File: config.mk
export PLATFORM = sky130hd
export DESIGN_NAME = overflow_trap_return_branch_exec
export DESIGN_NICKNAME = d
export VERILOG_FILES = /design/src/common/ovf_exec_pkg.sv /design/src/core/overflow_trap_return_branch_exec.sv
export VERILOG_INCLUDE_DIRS = /design/src /design/src/common
export SDC_FILE = /design/constraint.sdc
export NUM_CORES = 1
export LEC_CHECK = 0
export BUFFER_PORTS_ARGS = -buffer_cell sky130_fd_sc_hd__buf_2
export CORE_AREA = 5 5 152 154
export DETAILED_ROUTE_END_ITERATION = 6
export DIE_AREA = 0 0 157 159
export PLACE_DENSITY = 0.66
export RECOVER_POWER = 50
export SYNTH_ARGS = -nofsm -noshare
export SYNTH_HDL_FRONTEND = slang
export SYNTH_SLANG_ARGS = --single-unit
File: constraint.sdc
create_clock -name clk -period 11.81 [get_ports clk]
set_input_delay 2.362 -clock clk [delete_from_list [all_inputs] [get_ports clk]]
set_output_delay 2.362 -clock clk [all_outputs]
set_load 0.02 [all_outputs]
File: src/common/ovf_exec_params.svh
// offsets, reset values, vector addresses and flag positions of the execution block
`ifndef OVF_EXEC_PARAMS_SVH
`define OVF_EXEC_PARAMS_SVH
// ==========================================
// register byte offsets
`define OFS_CMD 8'h00
`define OFS_FLAGS 8'h04
`define OFS_PTR 8'h08
`define OFS_CS 8'h0c
`define OFS_STK 8'h10
`define OFS_STATUS 8'h14
`define OFS_MASK 8'h18
// ==========================================
// reset values
`define RST_WORD 16'h0000
`define RST_EVT 2'h0
// ==========================================
// overflow vector and stack step
`define VEC_IP_ADDR 16'h0010
`define VEC_CS_ADDR 16'h0012
`define STACK_STEP 16'h0002
// ==========================================
// flag bit positions, push-flags layout
`define FLAG_MASK 16'h0fd5
`define BIT_CARRY 0
`define BIT_ZERO 6
`define BIT_TRAP 8
`define BIT_IF 9
`define BIT_OVF 11
// ==========================================
// status bits
`define EVT_DONE 0
`define EVT_TRAP 1
`define BIT_BUSY 8
`endif

File: src/common/ovf_exec_pkg.sv
// types and condition decode for the execution block
package ovf_exec_pkg;
   typedef enum logic [3:0]
   {
      OP_OVF_TRAP = 4'h0,
      OP_INT_RETURN = 4'h1,
      OP_JUMP_ABOVE = 4'h2,
      OP_JUMP_ABOVE_EQ = 4'h3,
      OP_JUMP_BELOW = 4'h4,
      OP_JUMP_BELOW_EQ = 4'h5,
      OP_JUMP_CARRY = 4'h6
   } op_e;

   typedef enum logic [3:0]
   {
      S_IDLE = 4'h0,
      S_PUSHF = 4'h1,
      S_PUSHCS = 4'h2,
      S_PUSHIP = 4'h3,
      S_LDCS = 4'h4,
      S_LDIP = 4'h5,
      S_POPIP = 4'h6,
      S_POPCS = 4'h7,
      S_POPF = 4'h8
   } state_e;

   // aliases keep separate codes; below and carry decode alike
   function automatic logic jumpTaken(input logic [3:0] op, input logic carry, input logic zero);
      case (op)
         OP_JUMP_ABOVE: jumpTaken = !carry || !zero;
         OP_JUMP_ABOVE_EQ: jumpTaken = !carry;
         OP_JUMP_BELOW: jumpTaken = carry;
         OP_JUMP_BELOW_EQ: jumpTaken = carry || zero;
         OP_JUMP_CARRY: jumpTaken = carry;
         default: jumpTaken = 1'b0;
      endcase
   endfunction : jumpTaken
endpackage : ovf_exec_pkg

File: src/core/overflow_trap_return_branch_exec.sv
// overflow trap, interrupt return and short carry/zero jumps behind an AXI4-Lite slave
// Notes on behaviour
// - overflow trap with overflow flag clear just continues, no interrupt entered
// - overflow trap with overflow flag set raises type 4 through vector 10H
// - trap: stack pointer minus two, push flags, clear trap/enable, push segment, pointer
// - after pushes, segment loads from word 12H and pointer from word 10H
// - interrupt return pops pointer, segment, flags, stack pointer plus two each
// - interrupt return restores every flag from the popped word
// - interrupt return behaves the same for hardware and software entry
// - taken short jump adds sign-extended 8-bit displacement to the pointer
// - above jump taken when carry clear or zero clear
// - above-or-equal jump taken exactly when carry is clear
// - below jump taken exactly when carry is set
// - below-or-equal jump taken when carry set or zero set
// - jump on carry taken exactly when carry is set
// - jumps and trap leave flags alone except trap/enable clear on trap
// - pushed flags word uses the push-flags bit layout
`timescale 1ns/10ps
`include "ovf_exec_params.svh"
module overflow_trap_return_branch_exec
(
   input wire logic clk,
   input wire logic sys_rst,
   input wire logic [7:0] awaddr,
   input wire logic awvalid,
   output logic awready,
   input wire logic [31:0] wdata,
   input wire logic [3:0] wstrb,
   input wire logic wvalid,
   output logic wready,
   output logic [1:0] bresp,
   output logic bvalid,
   input wire logic bready,
   input wire logic [7:0] araddr,
   input wire logic arvalid,
   output logic arready,
   output logic [31:0] rdata,
   output logic [1:0] rresp,
   output logic rvalid,
   input wire logic rready,
   output logic memReq,
   output logic memWe,
   output logic [15:0] memAddr,
   output logic [15:0] memWdata,
   input wire logic memAck,
   input wire logic [15:0] memRdata,
   output logic irq
);
   import ovf_exec_pkg::*;

   // ==========================================
   // state
   state_e stQ, stD;
   logic [15:0] fQ, fD, ptrQ, ptrD, csQ, csD, stkQ, stkD;
   logic [15:0] memAddrQ, memAddrD, memWdataQ, memWdataD;
   logic memReqQ, memReqD, memWeQ, memWeD;
   logic [1:0] statQ, statD, maskQ, maskD;
   logic bvalidQ, rvalidQ;
   logic [1:0] brespQ, rrespQ;
   logic [31:0] rdataQ;
   logic evDone, evTrap;

   // ==========================================
   // bus decode
   wire busy = (stQ != S_IDLE);
   wire wrFire = awvalid && wvalid && !bvalidQ;
   wire rdFire = arvalid && !rvalidQ;
   // word writes only; a write with strobe bit 0 set lands whole, one without it is dropped; low half holds all data
   wire wrLow = wrFire && wstrb[0];
   wire wCmd = wrLow && awaddr == `OFS_CMD;
   wire wFlags = wrLow && awaddr == `OFS_FLAGS;
   wire wPtr = wrLow && awaddr == `OFS_PTR;
   wire wCs = wrLow && awaddr == `OFS_CS;
   wire wStk = wrLow && awaddr == `OFS_STK;
   wire wStat = wrLow && awaddr == `OFS_STATUS;
   wire wMask = wrLow && awaddr == `OFS_MASK;
   wire wrKnown = awaddr <= `OFS_MASK && awaddr[1:0] == 2'b00;
   wire rdKnown = araddr <= `OFS_MASK && araddr[1:0] == 2'b00;
   wire [3:0] cmdOp = wdata[3:0];
   wire [15:0] sext = {{8{wdata[15]}}, wdata[15:8]};
   wire launch = wCmd && !busy;
   wire launchTrap = launch && cmdOp == OP_OVF_TRAP;
   wire launchJump = launch && cmdOp != OP_OVF_TRAP && cmdOp != OP_INT_RETURN;
   wire taken = jumpTaken(cmdOp, fQ[`BIT_CARRY], fQ[`BIT_ZERO]);
   wire [15:0] stkDown = stkQ - `STACK_STEP;
   wire [15:0] stkUp = stkQ + `STACK_STEP;
   wire [15:0] statusWord = {7'h00, busy, 6'h00, statQ};
   wire [15:0] rdMux = (araddr == `OFS_FLAGS) ? fQ :
                       (araddr == `OFS_PTR) ? ptrQ :
                       (araddr == `OFS_CS) ? csQ :
                       (araddr == `OFS_STK) ? stkQ :
                       (araddr == `OFS_STATUS) ? statusWord :
                       (araddr == `OFS_MASK) ? {14'h0000, maskQ} : 16'h0000;

   assign awready = wvalid && !bvalidQ;
   assign wready = awvalid && !bvalidQ;
   assign arready = !rvalidQ;
   assign bvalid = bvalidQ;
   assign bresp = brespQ;
   assign rvalid = rvalidQ;
   assign rresp = rrespQ;
   assign rdata = rdataQ;
   assign memReq = memReqQ;
   assign memWe = memWeQ;
   assign memAddr = memAddrQ;
   assign memWdata = memWdataQ;
   assign irq = |(statQ & maskQ);

   // ==========================================
   // execution sequencer
   always_comb
   begin
      stD = stQ;
      fD = fQ;
      ptrD = ptrQ;
      csD = csQ;
      stkD = stkQ;
      memReqD = memReqQ;
      memWeD = memWeQ;
      memAddrD = memAddrQ;
      memWdataD = memWdataQ;
      evDone = 1'b0;
      evTrap = 1'b0;
      if (!busy)
      begin
         // machine state only writable while idle, else a step would be torn
         if (wFlags)
            fD = wdata[15:0] & `FLAG_MASK;
         if (wPtr)
            ptrD = wdata[15:0];
         if (wCs)
            csD = wdata[15:0];
         if (wStk)
            stkD = wdata[15:0];
         if (launch)
         begin
            case (cmdOp)
               OP_OVF_TRAP:
               begin
                  if (fQ[`BIT_OVF])
                  begin
                     stkD = stkDown;
                     memReqD = 1'b1;
                     memWeD = 1'b1;
                     memAddrD = stkDown;
                     memWdataD = fQ;
                     stD = S_PUSHF;
                  end
                  else
                     evDone = 1'b1;
               end
               OP_INT_RETURN:
               begin
                  memReqD = 1'b1;
                  memWeD = 1'b0;
                  memAddrD = stkQ;
                  stD = S_POPIP;
               end
               default:
               begin
                  if (taken)
                     ptrD = ptrQ + sext;
                  evDone = 1'b1;
               end
            endcase
         end
      end
      else if (memAck)
      begin
         case (stQ)
            S_PUSHF:
            begin
               fD[`BIT_TRAP] = 1'b0;
               fD[`BIT_IF] = 1'b0;
               stkD = stkDown;
               memAddrD = stkDown;
               memWdataD = csQ;
               stD = S_PUSHCS;
            end
            S_PUSHCS:
            begin
               stkD = stkDown;
               memAddrD = stkDown;
               memWdataD = ptrQ;
               stD = S_PUSHIP;
            end
            S_PUSHIP:
            begin
               memWeD = 1'b0;
               memAddrD = `VEC_CS_ADDR;
               stD = S_LDCS;
            end
            S_LDCS:
            begin
               csD = memRdata;
               memAddrD = `VEC_IP_ADDR;
               stD = S_LDIP;
            end
            S_LDIP:
            begin
               ptrD = memRdata;
               memReqD = 1'b0;
               evDone = 1'b1;
               evTrap = 1'b1;
               stD = S_IDLE;
            end
            S_POPIP:
            begin
               ptrD = memRdata;
               stkD = stkUp;
               memAddrD = stkUp;
               stD = S_POPCS;
            end
            S_POPCS:
            begin
               csD = memRdata;
               stkD = stkUp;
               memAddrD = stkUp;
               stD = S_POPF;
            end
            S_POPF:
            begin
               fD = memRdata & `FLAG_MASK;
               stkD = stkUp;
               memReqD = 1'b0;
               evDone = 1'b1;
               stD = S_IDLE;
            end
            default:
            begin
               memReqD = 1'b0;
               stD = S_IDLE;
            end
         endcase
      end
   end

   // ==========================================
   // event status and mask; an event beats a same-cycle clear
   always_comb
   begin
      statD = statQ & ~(wStat ? wdata[1:0] : 2'b00);
      statD[`EVT_DONE] = statD[`EVT_DONE] | evDone;
      statD[`EVT_TRAP] = statD[`EVT_TRAP] | evTrap;
      maskD = wMask ? wdata[1:0] : maskQ;
   end

   always_ff @(posedge clk or posedge sys_rst)
   begin
      if (sys_rst)
      begin
         stQ <= S_IDLE;
         fQ <= `RST_WORD;
         ptrQ <= `RST_WORD;
         csQ <= `RST_WORD;
         stkQ <= `RST_WORD;
         memReqQ <= 1'b0;
         memWeQ <= 1'b0;
         memAddrQ <= `RST_WORD;
         memWdataQ <= `RST_WORD;
         statQ <= `RST_EVT;
         maskQ <= `RST_EVT;
      end
      else
      begin
         stQ <= stD;
         fQ <= fD;
         ptrQ <= ptrD;
         csQ <= csD;
         stkQ <= stkD;
         memReqQ <= memReqD;
         memWeQ <= memWeD;
         memAddrQ <= memAddrD;
         memWdataQ <= memWdataD;
         statQ <= statD;
         maskQ <= maskD;
      end
   end

   // ==========================================
   // bus responses
   always_ff @(posedge clk or posedge sys_rst)
   begin
      if (sys_rst)
      begin
         bvalidQ <= 1'b0;
         brespQ <= 2'b00;
         rvalidQ <= 1'b0;
         rrespQ <= 2'b00;
         rdataQ <= 32'h0000_0000;
      end
      else
      begin
         if (wrFire)
         begin
            bvalidQ <= 1'b1;
            brespQ <= wrKnown ? 2'b00 : 2'b10;
         end
         else if (bready)
            bvalidQ <= 1'b0;
         if (rdFire)
         begin
            rvalidQ <= 1'b1;
            rrespQ <= rdKnown ? 2'b00 : 2'b10;
            rdataQ <= {16'h0000, rdMux};
         end
         else if (rready)
            rvalidQ <= 1'b0;
      end
   end
endmodule : overflow_trap_return_branch_exec

==> metrics.txt, run 1 <==
fin crit period 6.85 ns; RSZ-0062 raised after global routing false; post-cts resize count 0; routed len/inst 21.3 um; Slew Limit Fails 122; worst r2r dst stkQ[13]; clk_skew 0.00934 ns; worst vdd rail ir drop 0.113 mV; remaining routing DRC violations 0; CTS tree built; CTS Hold Bufs 0; Syn Area/Cell 8.42 um2; PortBufs 114; Comb pwr share 50.5%; Hold Path Sink memWdata[15]; gr usage total 23.0%; Root Buffer clkbuf_16; first-pass GRT wire length 45300 um; pwr/cell area 272 mW/mm2; worst skew pair latency 0.42 ns; Clk pwr share 19.6%; setup ws final 4.96 ns; violations in the final reports capacitance limit, slew limit; Worst path top cell family by delay buffers and inverters; type of the worst setup path input port to async pin; actual slew at the worst max-slew pin 3.48 ns; HP Start memWdata[15]; Reg2Reg Depth 6; clock sink count 119; antenna violations before repair 0; placer's final routability congestion estimate 0.928; die area 0.0250 mm2; hold depth 2; worst-path maximum fanout 65; final cycle utilization of the critical path 58.0%; Place WS 6.68 ns; Fmax achieved 146 MHz; synth unique cells 85; largest cells by area after synthesis dfrtp_1 35%, nand2_1 5.2%, a21oi_1 4.1%, o21ai_0 4.1%, nor2_1 3.9%; setup repair bufs after CTS 0; synthesis warning total 0; r2r setup slk 8.06 ns; Mapped Cells 1008; Initial Utilization 39.4%; Synth Flop Type dfrtp_1; IO Pins 152; CP Capture Type async pin; EDFF count, synth 0; H-tree levels 4; crit path launch type input port; antenna viol nets, final 0; Worst Hold Class flop to flop; Total Nets Final 1168; sequential area share after synthesis 35.1%; commonest non-fill, non-tap cell in the layout dfrtp_1; Setup TNS Final 0 ns; async set or reset register ratio after synthesis 100%; switching share of power 48.2%; area leader, netlist dfrtp_1; num rows 54; vias in the first global route 7906; status complete, but fails checks; CP required 11.55 ns; vias per cell 6.12; Setup violations, final 0; pin count of the biggest net entering global routing 68; grt ovf 0; Flop pwr share 29.9%; WP buf/inv 3; most frequent cells in the layout 119 x dfrtp_1, 118 x nand2_1, 88 x nor2_1, 70 x a21oi_1, 69 x o21ai_0; Max Cap Viol 2; slowest stage delay, CP 2.57 ns; share of the synthesized area in the top cell type 35.1%; DP Wirelength 21000 um; core area 0.0216 mm2; Clock Path Buffers 2; critical path, cell by cell buf_2 -> clkinvlp_2 -> clkbuf_1; CTS clock-pin slew for the worst setup and hold paths 0.06 ns; R2R Path Start stQ[1]; Worst slew margin -132%; final WL 29100 um; Mapped Area 0.00849 mm2; Die W 157 um; synthesized flop and latch total 119; leak pwr 3.91 nW; via count 8363; Starting DRT DRC Count 787; Hold Vio Cnt, Final 0; internal power 1.35 mW; CTS Buf Count 17; Worst path slowest cell clkbuf_1; 1st-pass router iterations 6; P_sw 1.26 mW; Die Y 159 um; n_diodes 0; crit path DAT 6.58 ns; layout cells sized above 1 12.7%; area grow syn2layout 13.2%
[worst reg2reg max path, delay by kind of cell, from the launching register on]
family | cells | cell delay (ns)
AO/OA/AOI/OAI | 3 | 0.84
AND/OR/NAND/NOR | 3 | 1.98
flip-flops | 1 | 0.81
[through the flow]
step | util [%] | hold slack, ns | power, mW | instance area (um2) | std cells
finish | 44.6 | 0.475 | 2.62 | 9610 | 1367
floorplan | - | 0.474 | 1.72 | 8550 | 1025
global route | 44.6 | 0.491 | 2.80 | 9610 | 1367
detailed placement | 42.4 | 0.466 | 2.10 | 9130 | 1335
CTS | 45.0 | 0.479 | 2.62 | 9710 | 1367
global placement | 42.4 | 0.458 | 2.08 | 9130 | 1335
[final cells by class]
class                   count  area, um2
repair buffers            124        567
well taps                 280        350
inverters                  22       83.8
clock buffers              20        457
multi-input cells         790       5050
flip-flops and latches    119       2980
clock inverters            12        118
fillers                  2166      11900
[flip-flops by register name, indices dropped and copies added, names as in the netlist, 2 cells and up]
name	flops
csQ	16
fQ	9
maskQ	2
memAddr	16
memWdata	16
ptrQ	16
rdata	16
stQ	4
statQ	2
stkQ	16
[per-layer routing]
layer,vias to the layer above,part of all wire [%],global-route usage [%]
met5,-,0,0
met4,0,2.7,7.73
met3,52,8.5,5.19
met2,410,45,34.8
met1,4016,44,32.4
li1,3885,-,-
[power groups by stage]
| stage | Combinational, mW | Sequential [mW] | Clock, mW |
|---|---|---|---|
| after floorplan | 1.00 | 0.717 | 0 |
| after global placement | 1.30 | 0.774 | 0 |
| after detailed placement | 1.32 | 0.779 | 0 |
| after CTS | 1.33 | 0.772 | 0.520 |
| after global routing | 1.46 | 0.801 | 0.538 |
| final | 1.32 | 0.783 | 0.513 |
[how the worst max path moves through the flow]
| stage | from | endpoint | cells past startpoint |
|---|---|---|---|
| 2_1_floorplan | sys_rst | bresp[1] | 1 |
| 3_3_place_gp | awvalid | wready | 3 |
| 3_5_place_dp | awvalid | wready | 3 |
| 4_1_cts | awvalid | wready | 3 |
| 5_1_grt | sys_rst | stkQ[12] | 3 |
| 6_report | sys_rst | csQ[10] | 3 |
[synth_stat cells, types with 5 or more instances]
library cell	instances
a211oi_1	11
a21o_1	7
a21oi_1	70
a221o_1	9
a221oi_1	12
a222oi_1	7
a22o_1	26
a22oi_1	23
a31oi_1	17
and2_1	9
and3_1	13
buf_1	9
buf_2	10
buf_4	20
clkbuf_1	55
dfrtp_1	119
ha_1	17
inv_1	22
mux2_2	15
mux2i_1	25
nand2_1	118
nand2b_1	6
nand3_1	21
nand4_1	7
nand4b_1	5
nor2_1	88
nor2b_1	10
nor3_1	15
nor4_1	8
o21ai_0	69
o21ai_1	8
o221ai_1	10
o22ai_1	5
o31ai_1	14
or2_2	7
or3_1	6
xnor2_1	13
xor2_1	15
[logic make-up (layout without fill, tap and decap cells)]
logic type / after synthesis / after routing / share of synthesized area [%]
AOI/OAI and AO/OA: 340 / 340 / 27.6
xor gates and xnor gates: 28 / 28 / 2.89
adders and majority gates: 18 / 18 / 2.74
buffers and inverters: 116 / 178 / 6.16
DFF: 119 / 119 / 35.1
muxes: 42 / 42 / 5.20
other: 1 / 18 / 0.0442
and+or+nand+nor: 344 / 344 / 20.3
Power figures use the tool's default switching activity.
==> inputs of run 2 (changes only) <==
Settings changed: ABC_AREA set to 1, CORE_AREA 5 5 152 154 to 5 5 159 161, DIE_AREA 0 0 157 159 to 0 0 164 166, PLACE_DENSITY 0.66 to 0.68.
Clock period 11.81 ns to 6.07 ns, I/O delays scaled along.
==> run 2 against run 1 <==
- the flow still finishes with violations (capacitance limit, slew limit)
- sequential cell count is the same
- sequential power grew 92%
- count of clock-buffer cells in the layout shrank 2
- largest cell class unchanged
==> metrics.txt, run 2 <==
Post-Synth Simple-Gate Area 35.6% (+15 points); share of the synthesized area in the top cell type 31.9% (-3.2 points); Reg2Reg Depth 9 (+3); Compound-Gate Fraction of Synth Area 16.2% (-11 points); crit path DAT 4.24 ns (-2.34 ns); CP required 6.32 ns (-5.23 ns); PortBufs 114 (unchanged); HP Start rdata[3]; vias per cell 5.30 (-13%); 1st-pass router iterations 7 (+1); FF/Latch Area 0.00298 mm2 (unchanged); worst skew pair latency 0.43 ns (about the same); core area 0.0238 mm2 (+11%); multiplexer area fraction after synthesis 0% (-5.2 points); leak pwr 5.41 nW (+38%); Place WS 2.31 ns (-4.36 ns); DP Wirelength 24900 um (+18%); violations in the final reports capacitance limit, slew limit; Hold Vio Cnt, Final 0 (unchanged); antenna viol nets, final 0 (unchanged); CTS Buf Count 17 (unchanged); fin crit period 3.99 ns; r2r setup slk 2.66 ns (-5.40 ns); via count 10200 (+22%); Syn Area/Cell 6.22 um2 (-26%); number of fill cells 2579 (+19%); commonest non-fill, non-tap cell in the layout nand2_1; Root Buffer clkbuf_16; Worst Hold Class flop to flop; actual slew at the worst max-slew pin 2.66 ns (-0.817 ns); Initial Utilization 39.2% (-0.16 points); synth unique cells 44 (-48%); R2R Path Start stQ[1]; largest family of logic cells by synthesized area simple AND/OR/NAND/NOR gates; Die W 164 um (+4.5%); Mapped Area 0.00934 mm2 (+10%); final WL 33000 um (+13%); async set or reset register ratio after synthesis 100% (unchanged); CTS clock-pin slew for the worst setup and hold paths 0.06 ns (about the same); CP Capture Type async pin; CTS Hold Bufs 0 (unchanged); Worst slew margin -78.4% (+53 points); worst-path maximum fanout 61 (-6.2%); post-route core utilization 44.0% (-0.54 points); Placement Cell Area 0.0100 mm2 (+9.5%); worst r2r dst memAddr[1]; Hold Path Sink rdata[3]; Synth Area in Adders 2.49% (-0.25 points); layout cells sized above 1 9.07% (-3.6 points); Setup TNS Final 0 ns (unchanged); Synth Flop Type dfrtp_1; Finished Layout Cells 1923 (+41%); type of the worst setup path input port to async pin; clock sink count 119 (unchanged); crit path launch type input port; clk_skew 0.00856 ns (-0.000775 ns); multi-input logic area 0.00525 mm2 (+3.9%); worst vdd rail ir drop 0.335 mV (+200%); largest cells by area after synthesis dfrtp_1 32%, nand2_1 21%, inv_1 7.5%, o21ai_0 7.1%, nand3_1 5.3%; gr usage total 24.0% (+0.98 points); Total Nets Final 1680 (+44%); Slew Limit Fails 122 (unchanged); setup ws final 2.08 ns (-2.88 ns); first-pass GRT wire length 51600 um (+14%); Clock Path Buffers 2 (unchanged); Die Y 166 um (+4.4%); EDFF count, synth 0 (unchanged); post-cts resize count 0 (unchanged); grt ovf 0 (unchanged); area grow syn2layout 12.3%; Starting DRT DRC Count 1035 (+32%); post-route cell area 0.0105 mm2 (+9.2%); most frequent cells in the layout 527 x nand2_1, 185 x inv_1, 148 x o21ai_0, 132 x nor2_1, 119 x dfrtp_1; placer's final routability congestion estimate 0.966 (+4.1%); Setup violations, final 0 (unchanged); CTS tree built; Mapped Cells 1503 (+49%); pwr/cell area 558 mW/mm2 (+100%); hold depth 2 (unchanged); IO Pins 152 (unchanged); synthesis warning total 0 (unchanged); Synth Area in XOR/XNOR 1.22% (-1.7 points); Fmax achieved 251 MHz; routed len/inst 17.2 um (-19%); n_diodes 0 (unchanged); antenna violations before repair 0 (unchanged); Max Cap Viol 2 (unchanged); pin count of the biggest net entering global routing 84 (+24%); remaining routing DRC violations 0 (unchanged); Placed Cells 1891 (+42%); die area 0.0272 mm2 (+9.1%); final cycle utilization of the critical path 65.7%; vias in the first global route 9409 (+19%); num rows 57 (+5.6%); sequential area share after synthesis 31.9% (-3.2 points); synthesized flop and latch total 119 (unchanged); area leader, netlist dfrtp_1; status complete, but fails checks; setup repair bufs after CTS 0 (unchanged); RSZ-0062 raised after global routing false; most frequent cell after synthesis nand2_1; H-tree levels 4 (unchanged); Post-synth top cells 526 x nand2_1, 186 x inv_1, 132 x o21ai_0
-- run 2: cell types whose count changed in the layout (fill, tap and decap cells not counted), sizes merged, moves of 20 or more --
cell   previous run  this run
nand2           118       537
inv              24       202
o21ai            78       168
nand3            21       100
nor2             89       142
a22o             26         0
mux2i            25         0
a22oi            23         3
-- run 2: worst max path at each step --
stage | start | to | slack [ns] | depth (start not counted)
3_5_place_dp | awaddr[1] | memAddr[1] | 2.31 | 10
6_report | sys_rst | ptrQ[11] | 2.08 | 3
5_1_grt | sys_rst | csQ[5] | 1.33 | 3
2_1_floorplan | sys_rst | bresp[1] | 1.70 | 1
3_3_place_gp | awaddr[1] | memAddr[1] | 2.34 | 10
4_1_cts | stQ[1] | memAddr[1] | 2.71 | 9
-- run 2: where the power goes --
group          switching (mW)  internal, mW  leakage, nW  total [mW]
Clock                   0.430         0.575        0.269        1.01
Combinational            2.35         0.997         3.67        3.35
Sequential              0.386          1.12         1.47        1.50
-- run 2: cells by family after synthesis --
group,Yosys count
adder cells (fa/ha/maj),18
other,1
AND/OR/NAND/NOR,809
flip-flops,119
buffers and inverters,272
AO/OA/AOI/OAI,271
XOR/XNOR,13
-- run 2: final cells by class --
class | count | share of cell area (%)
multi-input cells | 1129 | 50.0
clock inverters | 14 | 1.36
inverters | 200 | 7.19
clock buffers | 18 | 4.09
flip-flops and latches | 119 | 28.4
repair buffers | 119 | 5.06
well taps | 324 | 3.86
-- run 2: worst max-delay path, stage by stage --
cell and delay, ns:
clkbuf_1 0.08, clkinvlp_2 1.49, clkbuf_2 1.40
-- run 2: per-layer routing --
| layer | GRT usage, % | routed length [um] | up-vias |
|---|---|---|---|
| met5 | 0 | 0 | - |
| met1 | 35.4 | 14800 | 4673 |
| met2 | 34.6 | 13700 | 519 |
| met3 | 4.39 | 3400 | 71 |
| li1 | - | - | 4924 |
| met4 | 9.19 | 1080 | 0 |
-- run 2: metrics by stage --
step | power, mW | hold slack [ns]
4_1_cts | 5.85 | 0.477
5_1_grt | 6.35 | 0.493
3_5_place_dp | 4.83 | 0.460
6_report | 5.86 | 0.479
2_1_floorplan | 3.93 | 0.453
3_3_place_gp | 4.78 | 0.458
==> inputs of run 3 (changes only) <==
Settings changed: PLACE_DENSITY 0.68 to 0.65.
Clock period 6.07 ns to 4 ns, I/O delays scaled along.
==> run 3 against run 2 <==
- the flow still finishes with violations (capacitance limit, slew limit)
- global-route usage up 0.15 points
- critical endpoint is now statQ[0]
- clock power increased by 53%
- register-to-register slack lost 1.2 ns
- largest cell class unchanged
- non-clock buffer count rose by 3
- first-iteration DRC count grew 14%
- utilization rose by 0.39 points
- die area unchanged
- clock skew is 0.0010 ns higher
- cell count up 0.10%
- sequential share of layout area shrank 0.25 points
- sequential cell count is the same
- critical path depth fell by 1
==> metrics.txt, run 3 (same netlist as run 2, synthesis figures left out) <==
PortBufs 114 (unchanged); vias in the first global route 9304 (-1.1%); CTS clock-pin slew for the worst setup and hold paths 0.06 ns (about the same); Fmax achieved 366 MHz; DP Wirelength 24900 um (about the same); RSZ-0062 raised after global routing false; clock sink count 119 (unchanged); most frequent cells in the layout 527 x nand2_1, 186 x inv_1, 132 x o21ai_0, 132 x nor2_1, 119 x dfrtp_1; post-cts resize count 0 (unchanged); first-pass GRT wire length 52000 um (+0.73%); remaining routing DRC violations 0 (unchanged); CP required 3.98 ns (-2.34 ns); worst vdd rail ir drop 0.520 mV (+55%); setup ws final 1.27 ns (-0.812 ns); area grow syn2layout 13.3%; H-tree levels 4 (unchanged); gr usage total 24.1% (+0.15 points); total power 8.97 mW (+53%); vias per cell 5.25 (-0.84%); Setup TNS Final 0 ns (unchanged); switching share of power 53.2% (-0.90 points); layout cells sized above 1 11.4% (+2.4 points); Flop pwr share 25.3% (-0.4 points); WP buf/inv 2 (-1); core area 0.0238 mm2 (unchanged); worst-path maximum fanout 65 (+6.6%); Clock Path Buffers 2 (unchanged); via count 10100 (-0.74%); Worst slew margin -71.0% (+7.4 points); pin count of the biggest net entering global routing 83 (-1.2%); final WL 33000 um (-0.20%); worst skew pair latency 0.42 ns (about the same); critical path, cell by cell buf_2 -> inv_1; grt ovf 0 (unchanged); crit path launch type input port; crit path DAT 2.71 ns (-1.53 ns); Hold Vio Cnt, Final 0 (unchanged); type of the worst setup path input port to async pin; IO Pins 152 (unchanged); Worst path top cell family by delay buffers and inverters; multi-input logic area 0.00525 mm2 (unchanged); Comb pwr share 57.5% (+0.3 points); FF/Latch Area 0.00298 mm2 (unchanged); actual slew at the worst max-slew pin 2.56 ns (-0.0998 ns); Place WS 1.20 ns (-1.12 ns); slowest stage delay, CP 1.78 ns (+0.29 ns); antenna violations before repair 0 (unchanged); P_sw 4.78 mW (+51%); Max Cap Viol 1 (-1); pwr/cell area 848 mW/mm2 (+52%); Initial Utilization 39.2% (unchanged); Worst Hold Class flop to flop; clk_skew 0.00957 ns (+0.00101 ns); Die Y 166 um (unchanged); violations in the final reports capacitance limit, slew limit; setup repair bufs after CTS 0 (unchanged); fin crit period 2.73 ns; CTS Hold Bufs 0 (unchanged); Starting DRT DRC Count 1178 (+14%); CTS tree built; Die W 164 um (unchanged); num rows 57 (unchanged); antenna viol nets, final 0 (unchanged); Setup violations, final 0 (unchanged); number of fill cells 2567 (-0.47%); Clk pwr share 17.3% (about the same); CTS Buf Count 17 (unchanged); Slew Limit Fails 65 (-47%); n_diodes 0 (unchanged); commonest non-fill, non-tap cell in the layout nand2_1; 1st-pass router iterations 6 (-1); final cycle utilization of the critical path 68.3%; CP Capture Type async pin; die area 0.0272 mm2 (unchanged); internal power 4.20 mW (+56%); placer's final routability congestion estimate 0.976 (+1.0%); status complete, but fails checks; Root Buffer clkbuf_16; routed len/inst 17.1 um (-0.30%); leak pwr 5.58 nW (+3.2%); Total Nets Final 1683 (+0.18%); Worst path slowest cell inv_1
## run 3: final cells by class
cell class | count | area share [%]
repair buffers | 122 | 5.79
clock buffers | 18 | 4.15
inverters | 200 | 7.12
multi-input cells | 1129 | 49.6
clock inverters | 13 | 1.37
well taps | 324 | 3.83
flip-flops and latches | 119 | 28.1
## run 3: power by group through the flow
stage	registers [mW]	logic [mW]	clock network [mW]
after floorplan	2.16	3.81	0
after global routing	2.32	5.84	1.62
final	2.27	5.16	1.55
after global placement	2.24	5.03	0
after CTS	2.24	5.11	1.57
after detailed placement	2.25	5.08	0
## run 3: worst min-delay path, cell delays in order, from the launching register on
cell and delay, ns:
dfrtp_1 0.34, nand2_1 0.05, nand2_1 0.05
## run 3: per-layer routing
layer | track usage, % | share of wire (%)
met5 | 0 | 0
met4 | 9.56 | 3.5
met3 | 3.72 | 9.2
met2 | 34.6 | 41
met1 | 36.1 | 46
## run 3: worst paths after layout
check,startpoint,endpoint,slack [ns],cells after the start
hold / removal,memAddr[5],memAddr[5],0.48,2
max in group clk,stQ[1],memAddr[1],1.46,10
min in group asynchronous,sys_rst,memAddr[13],1.27,2
hold reg to reg,memAddr[5],memAddr[5],0.48,2
setup / recovery,sys_rst,statQ[0],1.27,2
setup reg to reg,stQ[1],memAddr[1],1.46,10
## run 3: stage by stage
step | cell area (um2) | util, % | hold slack, ns | cells
floorplan | 9410 | - | 0.453 | 1520
global placement | 10000 | 42.1 | 0.459 | 1894
detailed placement | 10000 | 42.1 | 0.464 | 1894
CTS | 10600 | 44.6 | 0.481 | 1925
global route | 10600 | 44.4 | 0.508 | 1925
finish | 10600 | 44.4 | 0.481 | 1925
